==> src/hw/zas_pkg.sv <==
// package: constants, register map and carrier types for the zone alarm supervisor
package zas_pkg;
  // ----------------------------------------
  // geometry and timing
  // ----------------------------------------
  localparam int ZONES = 8;
  localparam int TW = 10;
  localparam int CLK_HZ = 250_000_000;
  localparam int SECOND_CYCLES = CLK_HZ;
  localparam logic [6:0] DELAY_MAX_S = 7'h5A;
  localparam int WDOG_CYCLES = 1_000_000;

  // ----------------------------------------
  // reset values and limits
  // ----------------------------------------
  localparam logic [TW-1:0] LOW_THR_RST = 10'h000;
  localparam logic [TW-1:0] HIGH_THR_RST = 10'h190;
  localparam logic [TW-1:0] DEV_THR_RST = 10'h00F;
  localparam logic [TW-1:0] UPPER_LIMIT_RST = 10'h2BC;
  localparam logic [TW-1:0] UPPER_LIMIT_MIN = 10'h014;
  localparam logic [TW-1:0] UPPER_LIMIT_MAX = 10'h3E7;
  localparam logic [TW-1:0] SETPOINT_RST = 10'h000;
  localparam logic [6:0] DELAY_RST = 7'h00;
  localparam logic [4:0] ADDR_MAX = 5'h1E;

  // ----------------------------------------
  // register byte offsets
  // ----------------------------------------
  localparam logic [7:0] OFS_GLOBAL = 8'h00;
  localparam logic [7:0] OFS_LIMIT = 8'h04;
  localparam logic [7:0] OFS_DELAY = 8'h08;
  localparam logic [7:0] OFS_STATUS = 8'h0C;
  localparam logic [7:0] OFS_KICK = 8'h10;
  localparam logic [7:0] OFS_SCALE = 8'h14;
  localparam logic [7:0] OFS_ZONE_BASE = 8'h40;
  localparam logic [7:0] OFS_TEMP_BASE = 8'h80;

  // global control field positions
  localparam int GB_MAINS = 0;
  localparam int GB_ENABLE = 1;
  localparam int GB_STBY = 2;
  localparam int GB_TUNE = 3;

  // zone word layout: [9:0] setpoint, [19:10] low, [29:20] high, [31:30] mode
  localparam int ZF_SP = 0;
  localparam int ZF_LO = 10;
  localparam int ZF_HI = 20;
  localparam int ZF_MODE = 30;

  typedef enum logic [1:0] {
    ZAS_MODE_OFF = 2'h0,
    ZAS_MODE_MANUAL = 2'h1,
    ZAS_MODE_AUTO = 2'h2,
    ZAS_MODE_STANDBY = 2'h3
  } zas_mode_e;

  typedef struct packed {
    logic high_lamp;
    logic dev_lamp;
    logic low_lamp;
    logic bus_lamp;
    logic fault_lamp;
    logic fault_relay;
  } zas_ind_s;

  typedef struct packed {
    logic short_monitor_switch;
    logic output_supervision_switch;
    logic temperature_unit_switch;
    logic manual_transfer_switch;
  } zas_cfg_s;
endpackage : zas_pkg

==> src/hw/zas_supervisor.sv <==
// zone alarm supervisor: alarms, indicators, fault path, address and globals
//
// The implementer's own choices: the Wishbone register port and the placing of the registers.
`timescale 1ns/1ps
`default_nettype none
module zas_supervisor
  import zas_pkg::*;
(
  input wire logic clk,
  input wire logic resetn,
  // classic wishbone slave
  input wire logic wb_cyc_i,
  input wire logic wb_stb_i,
  input wire logic wb_we_i,
  input wire logic [7:0] wb_adr_i,
  input wire logic [3:0] wb_sel_i,
  input wire logic [31:0] wb_dat_i,
  output logic [31:0] wb_dat_o,
  output logic wb_ack_o,
  // zone side
  input wire logic [ZONES*TW-1:0] temp_i,
  input wire logic [ZONES-1:0] sensor_broken_i,
  input wire logic [4:0] addr_switch_i,
  input wire logic [3:0] cfg_switch_i,
  input wire logic link_up_i,
  input wire logic data_exchange_i,
  input wire logic hw_fault_i,
  input wire logic [ZONES-1:0] heat_req_i,
  input wire logic [ZONES-1:0] cool_req_i,
  output logic [ZONES-1:0] heat_o,
  output logic [ZONES-1:0] cool_o,
  output zas_ind_s ind_o,
  output zas_cfg_s cfg_o,
  output logic [4:0] bus_address_o,
  output logic defaults_restored_o,
  output logic [ZONES-1:0] zone_standby_o,
  output logic tune_start_o,
  output logic mains_frequency_select_o,
  output logic [TW-1:0] upper_temperature_limit_o
);
  // ----------------------------------------
  // input synchronisers
  // ----------------------------------------
  localparam int SW = 5 + 4 + ZONES + 3;
  logic [SW-1:0] sync1_q;
  logic [SW-1:0] sync2_q;
  // no reset: the stages fill while reset is held, so the capture after release sees real switches
  always_ff @(posedge clk) begin
    sync1_q <= {addr_switch_i, cfg_switch_i, sensor_broken_i, link_up_i, data_exchange_i, hw_fault_i};
    sync2_q <= sync1_q;
  end
  logic [4:0] addr_sw;
  logic [3:0] cfg_sw;
  logic [ZONES-1:0] broken;
  logic link_up;
  logic dx;
  logic hw_fault;
  assign {addr_sw, cfg_sw, broken, link_up, dx, hw_fault} = sync2_q;

  // temperatures are taken as sampled words from the sensor front end
  logic [ZONES*TW-1:0] temp1_q;
  logic [ZONES*TW-1:0] temp_q;
  always_ff @(posedge clk or negedge resetn) begin
    if (!resetn) begin
      temp1_q <= '0;
      temp_q <= '0;
    end else begin
      temp1_q <= temp_i;
      temp_q <= temp1_q;
    end
  end

  // ----------------------------------------
  // power-up address capture
  // ----------------------------------------
  // switches read once after release; a change needs a new power cycle
  logic started_q;
  logic [4:0] addr_q;
  logic restore;
  always_ff @(posedge clk or negedge resetn) begin
    if (!resetn) begin
      started_q <= 1'b0;
      addr_q <= 5'h00;
    end else if (!started_q) begin
      started_q <= 1'b1;
      addr_q <= (addr_sw > ADDR_MAX) ? ADDR_MAX : addr_sw;
    end
  end
  assign restore = !started_q; // one pulse at start, used only when address is zero
  logic restore_hit;
  assign restore_hit = restore && (addr_sw == 5'h00);
  logic restored_q;
  always_ff @(posedge clk or negedge resetn) begin
    if (!resetn) begin
      restored_q <= 1'b0;
    end else if (restore_hit) begin
      restored_q <= 1'b1;
    end
  end
  assign bus_address_o = addr_q;
  assign defaults_restored_o = restored_q;
  assign cfg_o = zas_cfg_s'(cfg_sw);

  // ----------------------------------------
  // bus decode
  // ----------------------------------------
  logic req;
  logic wr;
  logic ack_q;
  assign req = wb_cyc_i && wb_stb_i && !ack_q;
  assign wr = req && wb_we_i && (wb_sel_i == 4'hF);
  always_ff @(posedge clk or negedge resetn) begin
    if (!resetn) begin
      ack_q <= 1'b0;
    end else begin
      ack_q <= req;
    end
  end
  assign wb_ack_o = ack_q;
  logic [2:0] zidx;
  assign zidx = wb_adr_i[4:2];
  logic zone_sel;
  logic dev_sel;
  assign zone_sel = wb_adr_i[7:5] == OFS_ZONE_BASE[7:5];
  assign dev_sel = wb_adr_i[7:5] == 3'h3; // deviation thresholds at 0x60

  // ----------------------------------------
  // global settings
  // ----------------------------------------
  logic mains_sel_q;
  logic out_en_q;
  logic stby_q;
  logic tune_pend_q;
  logic [TW-1:0] limit_q;
  logic [6:0] delay_q;
  logic [31:0] kick_cnt_q;
  always_ff @(posedge clk or negedge resetn) begin
    if (!resetn) begin
      mains_sel_q <= 1'b0;
      out_en_q <= 1'b1;
      stby_q <= 1'b0;
      limit_q <= UPPER_LIMIT_RST;
      delay_q <= DELAY_RST;
    end else if (restore_hit) begin
      mains_sel_q <= 1'b0;
      out_en_q <= 1'b1;
      stby_q <= 1'b0;
      limit_q <= UPPER_LIMIT_RST;
      delay_q <= DELAY_RST;
    end else if (wr && wb_adr_i == OFS_GLOBAL) begin
      mains_sel_q <= wb_dat_i[GB_MAINS];
      out_en_q <= wb_dat_i[GB_ENABLE];
      stby_q <= wb_dat_i[GB_STBY];
    end else if (wr && wb_adr_i == OFS_LIMIT) begin
      // oversize words first, so a value above range never lands on the minimum
      if (wb_dat_i[31:TW] != '0 || wb_dat_i[TW-1:0] > UPPER_LIMIT_MAX) begin
        limit_q <= UPPER_LIMIT_MAX;
      end else if (wb_dat_i[TW-1:0] < UPPER_LIMIT_MIN) begin
        limit_q <= UPPER_LIMIT_MIN;
      end else begin
        limit_q <= wb_dat_i[TW-1:0];
      end
    end else if (wr && wb_adr_i == OFS_DELAY) begin
      delay_q <= (wb_dat_i[31:7] != '0 || wb_dat_i[6:0] > DELAY_MAX_S) ? DELAY_MAX_S : wb_dat_i[6:0];
    end
  end
  assign mains_frequency_select_o = mains_sel_q;
  assign upper_temperature_limit_o = limit_q;

  // tuning request waits for the enable; a new request in the start cycle is kept
  logic tune_req;
  assign tune_req = wr && wb_adr_i == OFS_GLOBAL && wb_dat_i[GB_TUNE];
  always_ff @(posedge clk or negedge resetn) begin
    if (!resetn) begin
      tune_pend_q <= 1'b0;
    end else if (tune_req) begin
      tune_pend_q <= 1'b1;
    end else if (out_en_q) begin
      tune_pend_q <= 1'b0;
    end
  end
  assign tune_start_o = tune_pend_q && out_en_q;

  // ----------------------------------------
  // per-zone parameters and alarms
  // ----------------------------------------
  logic [ZONES-1:0] low_raw;
  logic [ZONES-1:0] high_raw;
  logic [ZONES-1:0] dev_raw;
  logic [ZONES*TW-1:0] sp_flat;
  logic [ZONES*TW-1:0] lo_flat;
  logic [ZONES*TW-1:0] hi_flat;
  logic [ZONES*TW-1:0] dv_flat;
  logic [ZONES*2-1:0] md_flat;
  genvar g;
  generate
    for (g = 0; g < ZONES; g++) begin : gz
      logic [TW-1:0] sp_q;
      logic [TW-1:0] lo_q;
      logic [TW-1:0] hi_q;
      logic [TW-1:0] dv_q;
      zas_mode_e md_q;
      logic [TW-1:0] t;
      logic [TW-1:0] diff;
      logic wz;
      logic wd;
      assign t = temp_q[g*TW +: TW];
      assign wz = wr && zone_sel && zidx == 3'(g);
      assign wd = wr && dev_sel && zidx == 3'(g);
      always_ff @(posedge clk or negedge resetn) begin
        if (!resetn) begin
          sp_q <= SETPOINT_RST;
          lo_q <= LOW_THR_RST;
          hi_q <= HIGH_THR_RST;
          md_q <= ZAS_MODE_AUTO;
        end else if (restore_hit) begin
          sp_q <= SETPOINT_RST;
          lo_q <= LOW_THR_RST;
          hi_q <= HIGH_THR_RST;
          md_q <= ZAS_MODE_AUTO;
        end else if (wz) begin
          sp_q <= (wb_dat_i[ZF_SP +: TW] > limit_q) ? limit_q : wb_dat_i[ZF_SP +: TW];
          lo_q <= wb_dat_i[ZF_LO +: TW];
          hi_q <= wb_dat_i[ZF_HI +: TW];
          md_q <= zas_mode_e'(wb_dat_i[ZF_MODE +: 2]);
        end else if (sp_q > limit_q) begin
          sp_q <= limit_q;
        end
      end
      // deviation threshold has its own word; zero is raised to one
      always_ff @(posedge clk or negedge resetn) begin
        if (!resetn) begin
          dv_q <= DEV_THR_RST;
        end else if (restore_hit) begin
          dv_q <= DEV_THR_RST;
        end else if (wd) begin
          dv_q <= (wb_dat_i[TW-1:0] == '0) ? 10'h001 : wb_dat_i[TW-1:0];
        end
      end
      assign diff = (t > sp_q) ? (t - sp_q) : (sp_q - t);
      assign low_raw[g] = (sp_q != '0) && (t < lo_q);
      assign high_raw[g] = t > hi_q;
      assign dev_raw[g] = (md_q != ZAS_MODE_OFF) && (diff > dv_q);
      assign zone_standby_o[g] = stby_q || md_q == ZAS_MODE_STANDBY;
      assign sp_flat[g*TW +: TW] = sp_q;
      assign lo_flat[g*TW +: TW] = lo_q;
      assign hi_flat[g*TW +: TW] = hi_q;
      assign dv_flat[g*TW +: TW] = dv_q;
      assign md_flat[g*2 +: 2] = md_q;
    end
  endgenerate

  // ----------------------------------------
  // common alarm delay
  // ----------------------------------------
  // one delay for the alarm set as a whole: the wait restarts whenever the set of raw alarms changes
  logic [3*ZONES-1:0] raw;
  logic [3*ZONES-1:0] raw_q;
  logic [3*ZONES-1:0] rep_q;
  logic [27:0] tick_q;
  logic [6:0] secs_q;
  assign raw = {high_raw, dev_raw, low_raw};
  always_ff @(posedge clk or negedge resetn) begin
    if (!resetn) begin
      raw_q <= '0;
      tick_q <= '0;
      secs_q <= '0;
    end else begin
      raw_q <= raw;
      if (raw != raw_q) begin
        tick_q <= '0;
        secs_q <= '0;
      end else if (secs_q < delay_q) begin
        if (tick_q == 28'(SECOND_CYCLES - 1)) begin
          tick_q <= '0;
          secs_q <= secs_q + 7'h01;
        end else begin
          tick_q <= tick_q + 28'h0000001;
        end
      end
    end
  end
  always_ff @(posedge clk or negedge resetn) begin
    if (!resetn) begin
      rep_q <= '0;
    end else if (raw == raw_q && secs_q >= delay_q) begin
      rep_q <= raw;
    end
  end
  logic [ZONES-1:0] low_rep;
  logic [ZONES-1:0] dev_rep;
  logic [ZONES-1:0] high_rep;
  assign {high_rep, dev_rep, low_rep} = rep_q;

  // ----------------------------------------
  // watchdog and fault path
  // ----------------------------------------
  // software must write the kick register; silence means the program has stopped
  logic [19:0] wdog_q;
  logic wdog_trip_q;
  logic fault_q;
  always_ff @(posedge clk or negedge resetn) begin
    if (!resetn) begin
      wdog_q <= '0;
      wdog_trip_q <= 1'b0;
    end else if (wr && wb_adr_i == OFS_KICK) begin
      wdog_q <= '0;
    end else if (wdog_q == 20'(WDOG_CYCLES - 1)) begin
      wdog_trip_q <= 1'b1;
    end else begin
      wdog_q <= wdog_q + 20'h00001;
    end
  end
  always_ff @(posedge clk or negedge resetn) begin
    if (!resetn) begin
      fault_q <= 1'b0;
    end else if (hw_fault) begin
      fault_q <= 1'b1;
    end
  end
  always_ff @(posedge clk or negedge resetn) begin
    if (!resetn) begin
      kick_cnt_q <= '0;
    end else if (wr && wb_adr_i == OFS_KICK) begin
      kick_cnt_q <= kick_cnt_q + 32'h00000001;
    end
  end

  // ----------------------------------------
  // outputs and indicators
  // ----------------------------------------
  logic outs_ok;
  assign outs_ok = out_en_q && !fault_q && !wdog_trip_q;
  always_ff @(posedge clk or negedge resetn) begin
    if (!resetn) begin
      heat_o <= '0;
      cool_o <= '0;
      ind_o <= '0;
    end else begin
      heat_o <= outs_ok ? heat_req_i : '0;
      cool_o <= outs_ok ? cool_req_i : '0;
      ind_o.high_lamp <= |high_rep;
      ind_o.dev_lamp <= |dev_rep;
      ind_o.low_lamp <= |low_rep || |broken;
      ind_o.bus_lamp <= link_up && dx;
      ind_o.fault_lamp <= fault_q || wdog_trip_q;
      ind_o.fault_relay <= !fault_q && !wdog_trip_q;
    end
  end

  // ----------------------------------------
  // read mux
  // ----------------------------------------
  // percentage scaled band: limit * pct / 100, only read back through the scale register
  logic [6:0] pct_q;
  always_ff @(posedge clk or negedge resetn) begin
    if (!resetn) begin
      pct_q <= '0;
    end else if (wr && wb_adr_i == OFS_SCALE) begin
      pct_q <= wb_dat_i[6:0];
    end
  end
  logic [16:0] band_prod;
  logic [16:0] band;
  assign band_prod = limit_q * pct_q;
  assign band = band_prod / 17'd100;
  always_ff @(posedge clk or negedge resetn) begin
    if (!resetn) begin
      wb_dat_o <= '0;
    end else if (req) begin
      wb_dat_o <= '0;
      if (wb_adr_i == OFS_GLOBAL) begin
        wb_dat_o <= {28'h0, tune_pend_q, stby_q, out_en_q, mains_sel_q};
      end else if (wb_adr_i == OFS_LIMIT) begin
        wb_dat_o <= {22'h0, limit_q};
      end else if (wb_adr_i == OFS_DELAY) begin
        wb_dat_o <= {25'h0, delay_q};
      end else if (wb_adr_i == OFS_STATUS) begin
        wb_dat_o <= {restored_q, wdog_trip_q, fault_q, addr_q, rep_q};
      end else if (wb_adr_i == OFS_KICK) begin
        wb_dat_o <= kick_cnt_q;
      end else if (wb_adr_i == OFS_SCALE) begin
        wb_dat_o <= {8'h0, band[15:0], 1'b0, pct_q};
      end else if (zone_sel) begin
        wb_dat_o <= {md_flat[zidx*2 +: 2], hi_flat[zidx*TW +: TW], lo_flat[zidx*TW +: TW], sp_flat[zidx*TW +: TW]};
      end else if (dev_sel) begin
        wb_dat_o <= {22'h0, dv_flat[zidx*TW +: TW]};
      end else if (wb_adr_i[7:5] == OFS_TEMP_BASE[7:5]) begin
        wb_dat_o <= {22'h0, temp_q[zidx*TW +: TW]};
      end
    end
  end
endmodule : zas_supervisor
`default_nettype wire

==> config.mk <==
export PLATFORM = sky130hd
export DESIGN_NAME = zas_supervisor
export DESIGN_NICKNAME = d
export VERILOG_FILES = /design/src/hw/zas_pkg.sv /design/src/hw/zas_supervisor.sv
export SDC_FILE = /design/constraint.sdc
export NUM_CORES = 2
export LEC_CHECK = 0
export BUFFER_PORTS_ARGS = -buffer_cell sky130_fd_sc_hd__clkbuf_2
export CORE_AREA = 2 2 308 310
export DETAILED_ROUTE_END_ITERATION = 6
export DIE_AREA = 0 0 310 312
export PLACE_DENSITY = 0.71
export SLEW_MARGIN = 20
export SYNTH_ARGS = -nofsm -noshare
export SYNTH_HDL_FRONTEND = slang
export SYNTH_SLANG_ARGS = --single-unit
==> constraint.sdc <==
create_clock -name clk -period 13.5 [get_ports clk]
set_input_delay 3.375 -clock clk [delete_from_list [all_inputs] [get_ports clk]]
set_output_delay 3.375 -clock clk [all_outputs]
set_load 0.05 [all_outputs]
======== Word-level counts from Yosys, hierarchy flattened ========
Cells that the tools add are included.
cells by class
  add/subtract/negate cells ............... 20
  multipliers ............................. 2
  order comparisons ....................... 47
  shifts and indexed selects .............. 6
  reductions and logical operators ........ 127
  muxes and demuxes ....................... 136
  div/mod/pow operators ................... 1
  equal/unequal tests ..................... 31
  bitwise gates (word level) .............. 1
operator list
  cell                   number
  $mux 10                89
  $shiftx 80x8->10       5
  $gt 10x10->1           33
  $mux 32                7
  $sub 10x10->10         16
  $mux 28                3
  $lt 10x10->1           8
  $reduce_bool 10->1     8
  $reduce_bool 2->1      30
  $mux 7                 8
  $logic_and 1x1->1      51
  $mux 20                2
  $add 32x1->32 const B  1
  $mux 2                 16
  $reduce_or 8->1        4
  $add 28x1->28 const B  1
  $eq 28x28->1 const B   1
  $reduce_bool 25->1     1
  $eq 24x24->1           1
  $ne 24x24->1           1
  $reduce_bool 3->1      8
  $reduce_bool 22->1     1
  $add 20x1->20 const B  1
  $eq 20x20->1 const B   1
  other kinds (32)       74
word-level totals
  input port bits ......................... 165
  output and inout bits ................... 85
  register bits ........................... 763

======== Depth between registers and ports, before layout ========
  depth in word-level cells ............... 11
  gate-level depth with buffers ........... 42

======== Least setup slack after synthesis ========
No wires, ideal clock.
  kind .................................... reg2reg
  start point ............................. reg limit_q[0] (netlist: upper_temperature_limit_o[0])
  end point ............................... reg wb_dat_o[8]
  required time ........................... 13.413 ns
  stages on the path, launching flop included .. 37
  path buffers ............................ 5
  slack ................................... 3.464 ns
  arrival ................................. 9.949 ns
  cells stage by stage .................... dfrtp_1 -> clkbuf_1 -> clkbuf_1 -> nand2_1 -> fa_1 -> fa_1 -> inv_1 -> fa_1 -> fa_1 -> ha_1 -> buf_2 -> a21oi_1 -> o22ai_1 -> o311ai_1 -> and3_1 -> buf_4 -> nor3_1 -> a211o_1 -> a31o_1 -> buf_2 -> a21oi_2 -> o41ai_1 -> a21o_1 -> a211oi_2 -> o211ai_2 -> and4_1 -> or3_4 -> o21a_4 -> a2111oi_2 -> or2_1 -> a41oi_2 -> and2_4 -> a21oi_2 -> mux2_4 -> or4_1 -> o211a_1 -> a211oi_2
between the ends
  word-level cells in the longest chain between the ends .. 8
ends and longest elaborated chain
  item                      RTL line               text
  start: declaration        zas_supervisor.sv:134  logic [TW-1:0] limit_q;
  start signal: assignment  zas_supervisor.sv:161  limit_q <= wb_dat_i[TW-1:0];
  $mul 10x7->17             zas_supervisor.sv:365  assign band_prod = limit_q * pct_q;
  $div 17x7->17             zas_supervisor.sv:366  assign band = band_prod / 17'd100;
  $mux 32                   zas_supervisor.sv:382  end else if (wb_adr_i == OFS_SCALE) begin
  $mux 32                   zas_supervisor.sv:380  end else if (wb_adr_i == OFS_KICK) begin
  $mux 32                   zas_supervisor.sv:378  end else if (wb_adr_i == OFS_STATUS) begin
  $mux 32                   zas_supervisor.sv:376  end else if (wb_adr_i == OFS_DELAY) begin
  $mux 32                   zas_supervisor.sv:374  end else if (wb_adr_i == OFS_LIMIT) begin
  $mux 32                   zas_supervisor.sv:372  if (wb_adr_i == OFS_GLOBAL) begin
  end signal: assignment    zas_supervisor.sv:373  wb_dat_o <= {28'h0, tune_pend_q, stby_q, out_en_q, mains_sel_q};
  end signal: assignment    zas_supervisor.sv:375  wb_dat_o <= {22'h0, limit_q};
  end signal: assignment    zas_supervisor.sv:377  wb_dat_o <= {25'h0, delay_q};
  end: declaration          zas_supervisor.sv:18   output logic [31:0] wb_dat_o,
No other way between the ends.
A chain may end at the register's enable or synchronous reset.

======== Worst setup path after layout ========
  start point ............................. reg limit_q[4] (netlist: upper_temperature_limit_o[4])
  end point ............................... reg wb_dat_o[8]
The elaborated chain is that of the path after synthesis.

==> flow_summary.ini <==
[worst_hold_path]
holdPathStages = 0
hold_path.class = register to register

[timing]
fin_crit_ns = 11.68
setup_viol = 0
hold_viol = 0
hold_slack_ns = 0.324
maxSlewViolCount = 0
fmax_ghz = 0.0856
fin_setup_tns_ns = 0
setup_slack_ns = 1.82
tightest_slew_ns = 1.37
max_slew_margin_pct = 6.13
min_period_over_period_pct = 86.6
rsz0062_at_grt = no
skew_ns = 0.0277

[floorplan]
start_util_pct = 54.7
core_area_um2 = 93000
io_pins = 250
die_w_um = 310
die_h_um = 312
dieArea_um2 = 96700
placementRows = 112

[detailed_routing]
drc = 0
vias_per_cell = 6.37
vias = 43500
wl_per_cell_um = 26.5
detail-route-antenna-nets = 0
drtIter0Drc = 5012
wl_um = 181000
dr.pass1.iters = 7

[power_and_ir_drop]
peakVddDrop_uv = 114
p_comb_share_pct = 31.2
p_int_mw = 4.88
switching_share_pct = 35.2
p_clk_share_pct = 32.8
total_power_mw = 7.53
power.density_nw_per_um2 = 134
leakage_nw = 26.5
seq_power_share_pct = 36.0
switchingPower_mw = 2.65

[critical_path]
critPathTopFamily = compound AO/OA/AOI/OAI gates
cp-end-kind = register
cpPeakStageDelay_ns = 0.80
crit_end = wb_dat_o[8]
worstSetupPathDepth = 32
crit_type = register to register
crit_start = upper_temperature_limit_o[4]
reg2reg_slack_ns = 1.82
crit_arrival_ns = 12.26
timing.rr.end = wb_dat_o[8]
start_kind = register
worst-path-buf-inv = 2
worst_ep_required_time_ns = 14.08
critPathMostFrequentCell = fa_1
worstRegToRegCells = 32
worstReg2RegStart = upper_temperature_limit_o[4]
crit_fanout = 15
crit_slowest_cell = o211ai_1

[yosys]
syn_inst = 5338
synth_ff_type = dfrtp_1
synth.yosys.seq_area_share_pct = 37.3
avgSynthCellArea_um2 = 9.54
syn_nets = 6078
ys_types = 117
synth_edf_count = 0
ys_ff_latch = 763
async_flop_share_pct = 94.8
syn_area_um2 = 50900
synth.top_cell.area_share_pct = 32.0
yosys-top-cells-area = dfrtp_1 32%, ha_1 13%, nand2_1 4.6%
yosysTopAreaCell = dfrtp_1
synth_warnings = 0

[placed_design]
dpl_cell_area_um2 = 53400
dp_hpwl_um = 134000
place_ws_ns = 1.99
portBuffers = 249
gp_congestion = 1.05

[grt]
antenna_found_initial = 16
grt_max_degree = 149
overflow = 0
track_usage_pct = 37.1
grt_pass1_vias = 41900
grt_pass1_wl_um = 267000

[run_status]
status = finished clean

[clock_network]
path_clk_slew_ns = 0.06
cts_tree = built
cts_num_sinks = 763
cts_resized = 0
root_buffer = clkbuf_16
insertion_delay_ns = 0.68
numCtsBuffers = 85
cts-htree-levels = 3
clockBufferDepth = 3
post_cts_buffers = 0
holdBufCountCts = 0

[flow_run]
drv_cap = 0

[final_layout]
drive_gt1_share_pct = 14.7
area_delta_synth_final_pct = 10.7
fillCellCount = 8067
final_area_um2 = 56400
fin_nets = 6222
-- power groups by stage --
| stage | combinational, mW | clock (mW) | sequential, mW |
|---|---|---|---|
| 2_1_floorplan | 1.62 | 0 | 2.62 |
| 3_3_place_gp | 2.23 | 0 | 2.73 |
| 3_5_place_dp | 2.28 | 0 | 2.73 |
| 4_1_cts | 2.30 | 2.50 | 2.70 |
| 5_1_grt | 2.58 | 2.59 | 2.71 |
| 6_report | 2.35 | 2.47 | 2.71 |
-- cell usage in the layout, fill, tap and decap left out, types with 101 or more instances in the layout --
cell,instances
nand4_1,104
nor2_1,250
o21ai_0,246
a21o_1,170
mux4_2,104
dfrtp_1,652
xnor2_1,101
nand2_1,627
a21oi_1,370
ha_1,520
inv_1,488
clkbuf_2,245
-- metal layers --
metal,routed length (µm),GRT usage [%],up-vias
met5,395,1.68,-
met3,23100,13.4,656
met1,69300,48.0,21100
met4,13000,22.3,22
met2,75000,53.0,2482
li1,-,-,19200
-- how the worst min path moves through the flow --
stage	start	to	slack (ns)
3_5_place_dp	sync1_q[16]	sync2_q[16]	0.31
6_report	sync1_q[2]	sync2_q[2]	0.32
5_1_grt	sync1_q[5]	sync2_q[5]	0.33
2_1_floorplan	sync1_q[0]	sync2_q[0]	0.31
4_1_cts	sync1_q[2]	sync2_q[2]	0.33
3_3_place_gp	sync1_q[14]	sync2_q[14]	0.31
-- through the flow --
step	util [%]	std cells
2_1_floorplan	-	5338
3_3_place_gp	57.3	6648
3_5_place_dp	57.4	6648
4_1_cts	60.5	6806
5_1_grt	60.6	6814
6_report	60.6	6819
-- cells in the mapped netlist (all sizes together) (12+ instances only) --
master     n
clkbuf   212
fa        55
a21oi    376
nand4    105
a222oi    17
nor4      37
o21ai    258
a22oi     15
o22ai     45
dfxtp     40
nand3     84
and2      70
dfstp     71
o31ai     18
nand2b    60
xor2      85
ha       520
nor3      72
or3       16
a2111oi   16
buf       47
nand2    632
o211ai    63
a221oi    40
and3      39
mux2i     77
a211oi    51
inv      489
a21boi    12
o21bai    24
nor2b     72
a211o     19
or2       22
o221ai    14
xnor2    103
mux4     104
nor2     254
mux2      89
dfrtp    652
a22o      44
a21o     171
a31oi     33
-- state kept, by name, indices dropped and copies added (netlist names), 20 cells and up --
name / count
sync2_q: 20
gz.dv_q: 80
wdog_q: 20
rep_q: 24
tick_q: 28
raw_q: 24
temp1_q: 80
wb_dat_o: 32
sync1_q: 20
kick_cnt_q: 32
gz.lo_q: 80
temp_q: 80
gz.hi_q: 80
gz.sp_q: 80
-- cell families (layout without fill, tap and decap cells) --
| family | after synthesis | in the layout | synth area share (%) |
|---|---|---|---|
| and+or+nand+nor | 1489 | 1489 | 13.8 |
| AOI/OAI and AO/OA | 1303 | 1303 | 17.0 |
| DFF | 763 | 763 | 37.3 |
| buffers and inverters | 749 | 964 | 5.66 |
| adders and majority gates | 575 | 575 | 14.9 |
| muxes | 270 | 270 | 8.09 |
| xor gates and xnor gates | 188 | 188 | 3.26 |
| other | 1 | 13 | 0.00736 |
-- final cells by class --
type	instances	area [µm²]	share of cell area (%)
Sequential cell	763	19000	33.7
Tap cell	1254	1570	2.78
Multi-Input combinational cell	3826	29200	51.8
Clock inverter	42	552	0.979
Clock buffer	116	2420	4.28
Timing Repair Buffer	316	1810	3.20
Antenna cell	12	30.0	0.0533
Inverter	490	1840	3.26
(Power assumes the default switching activity.)
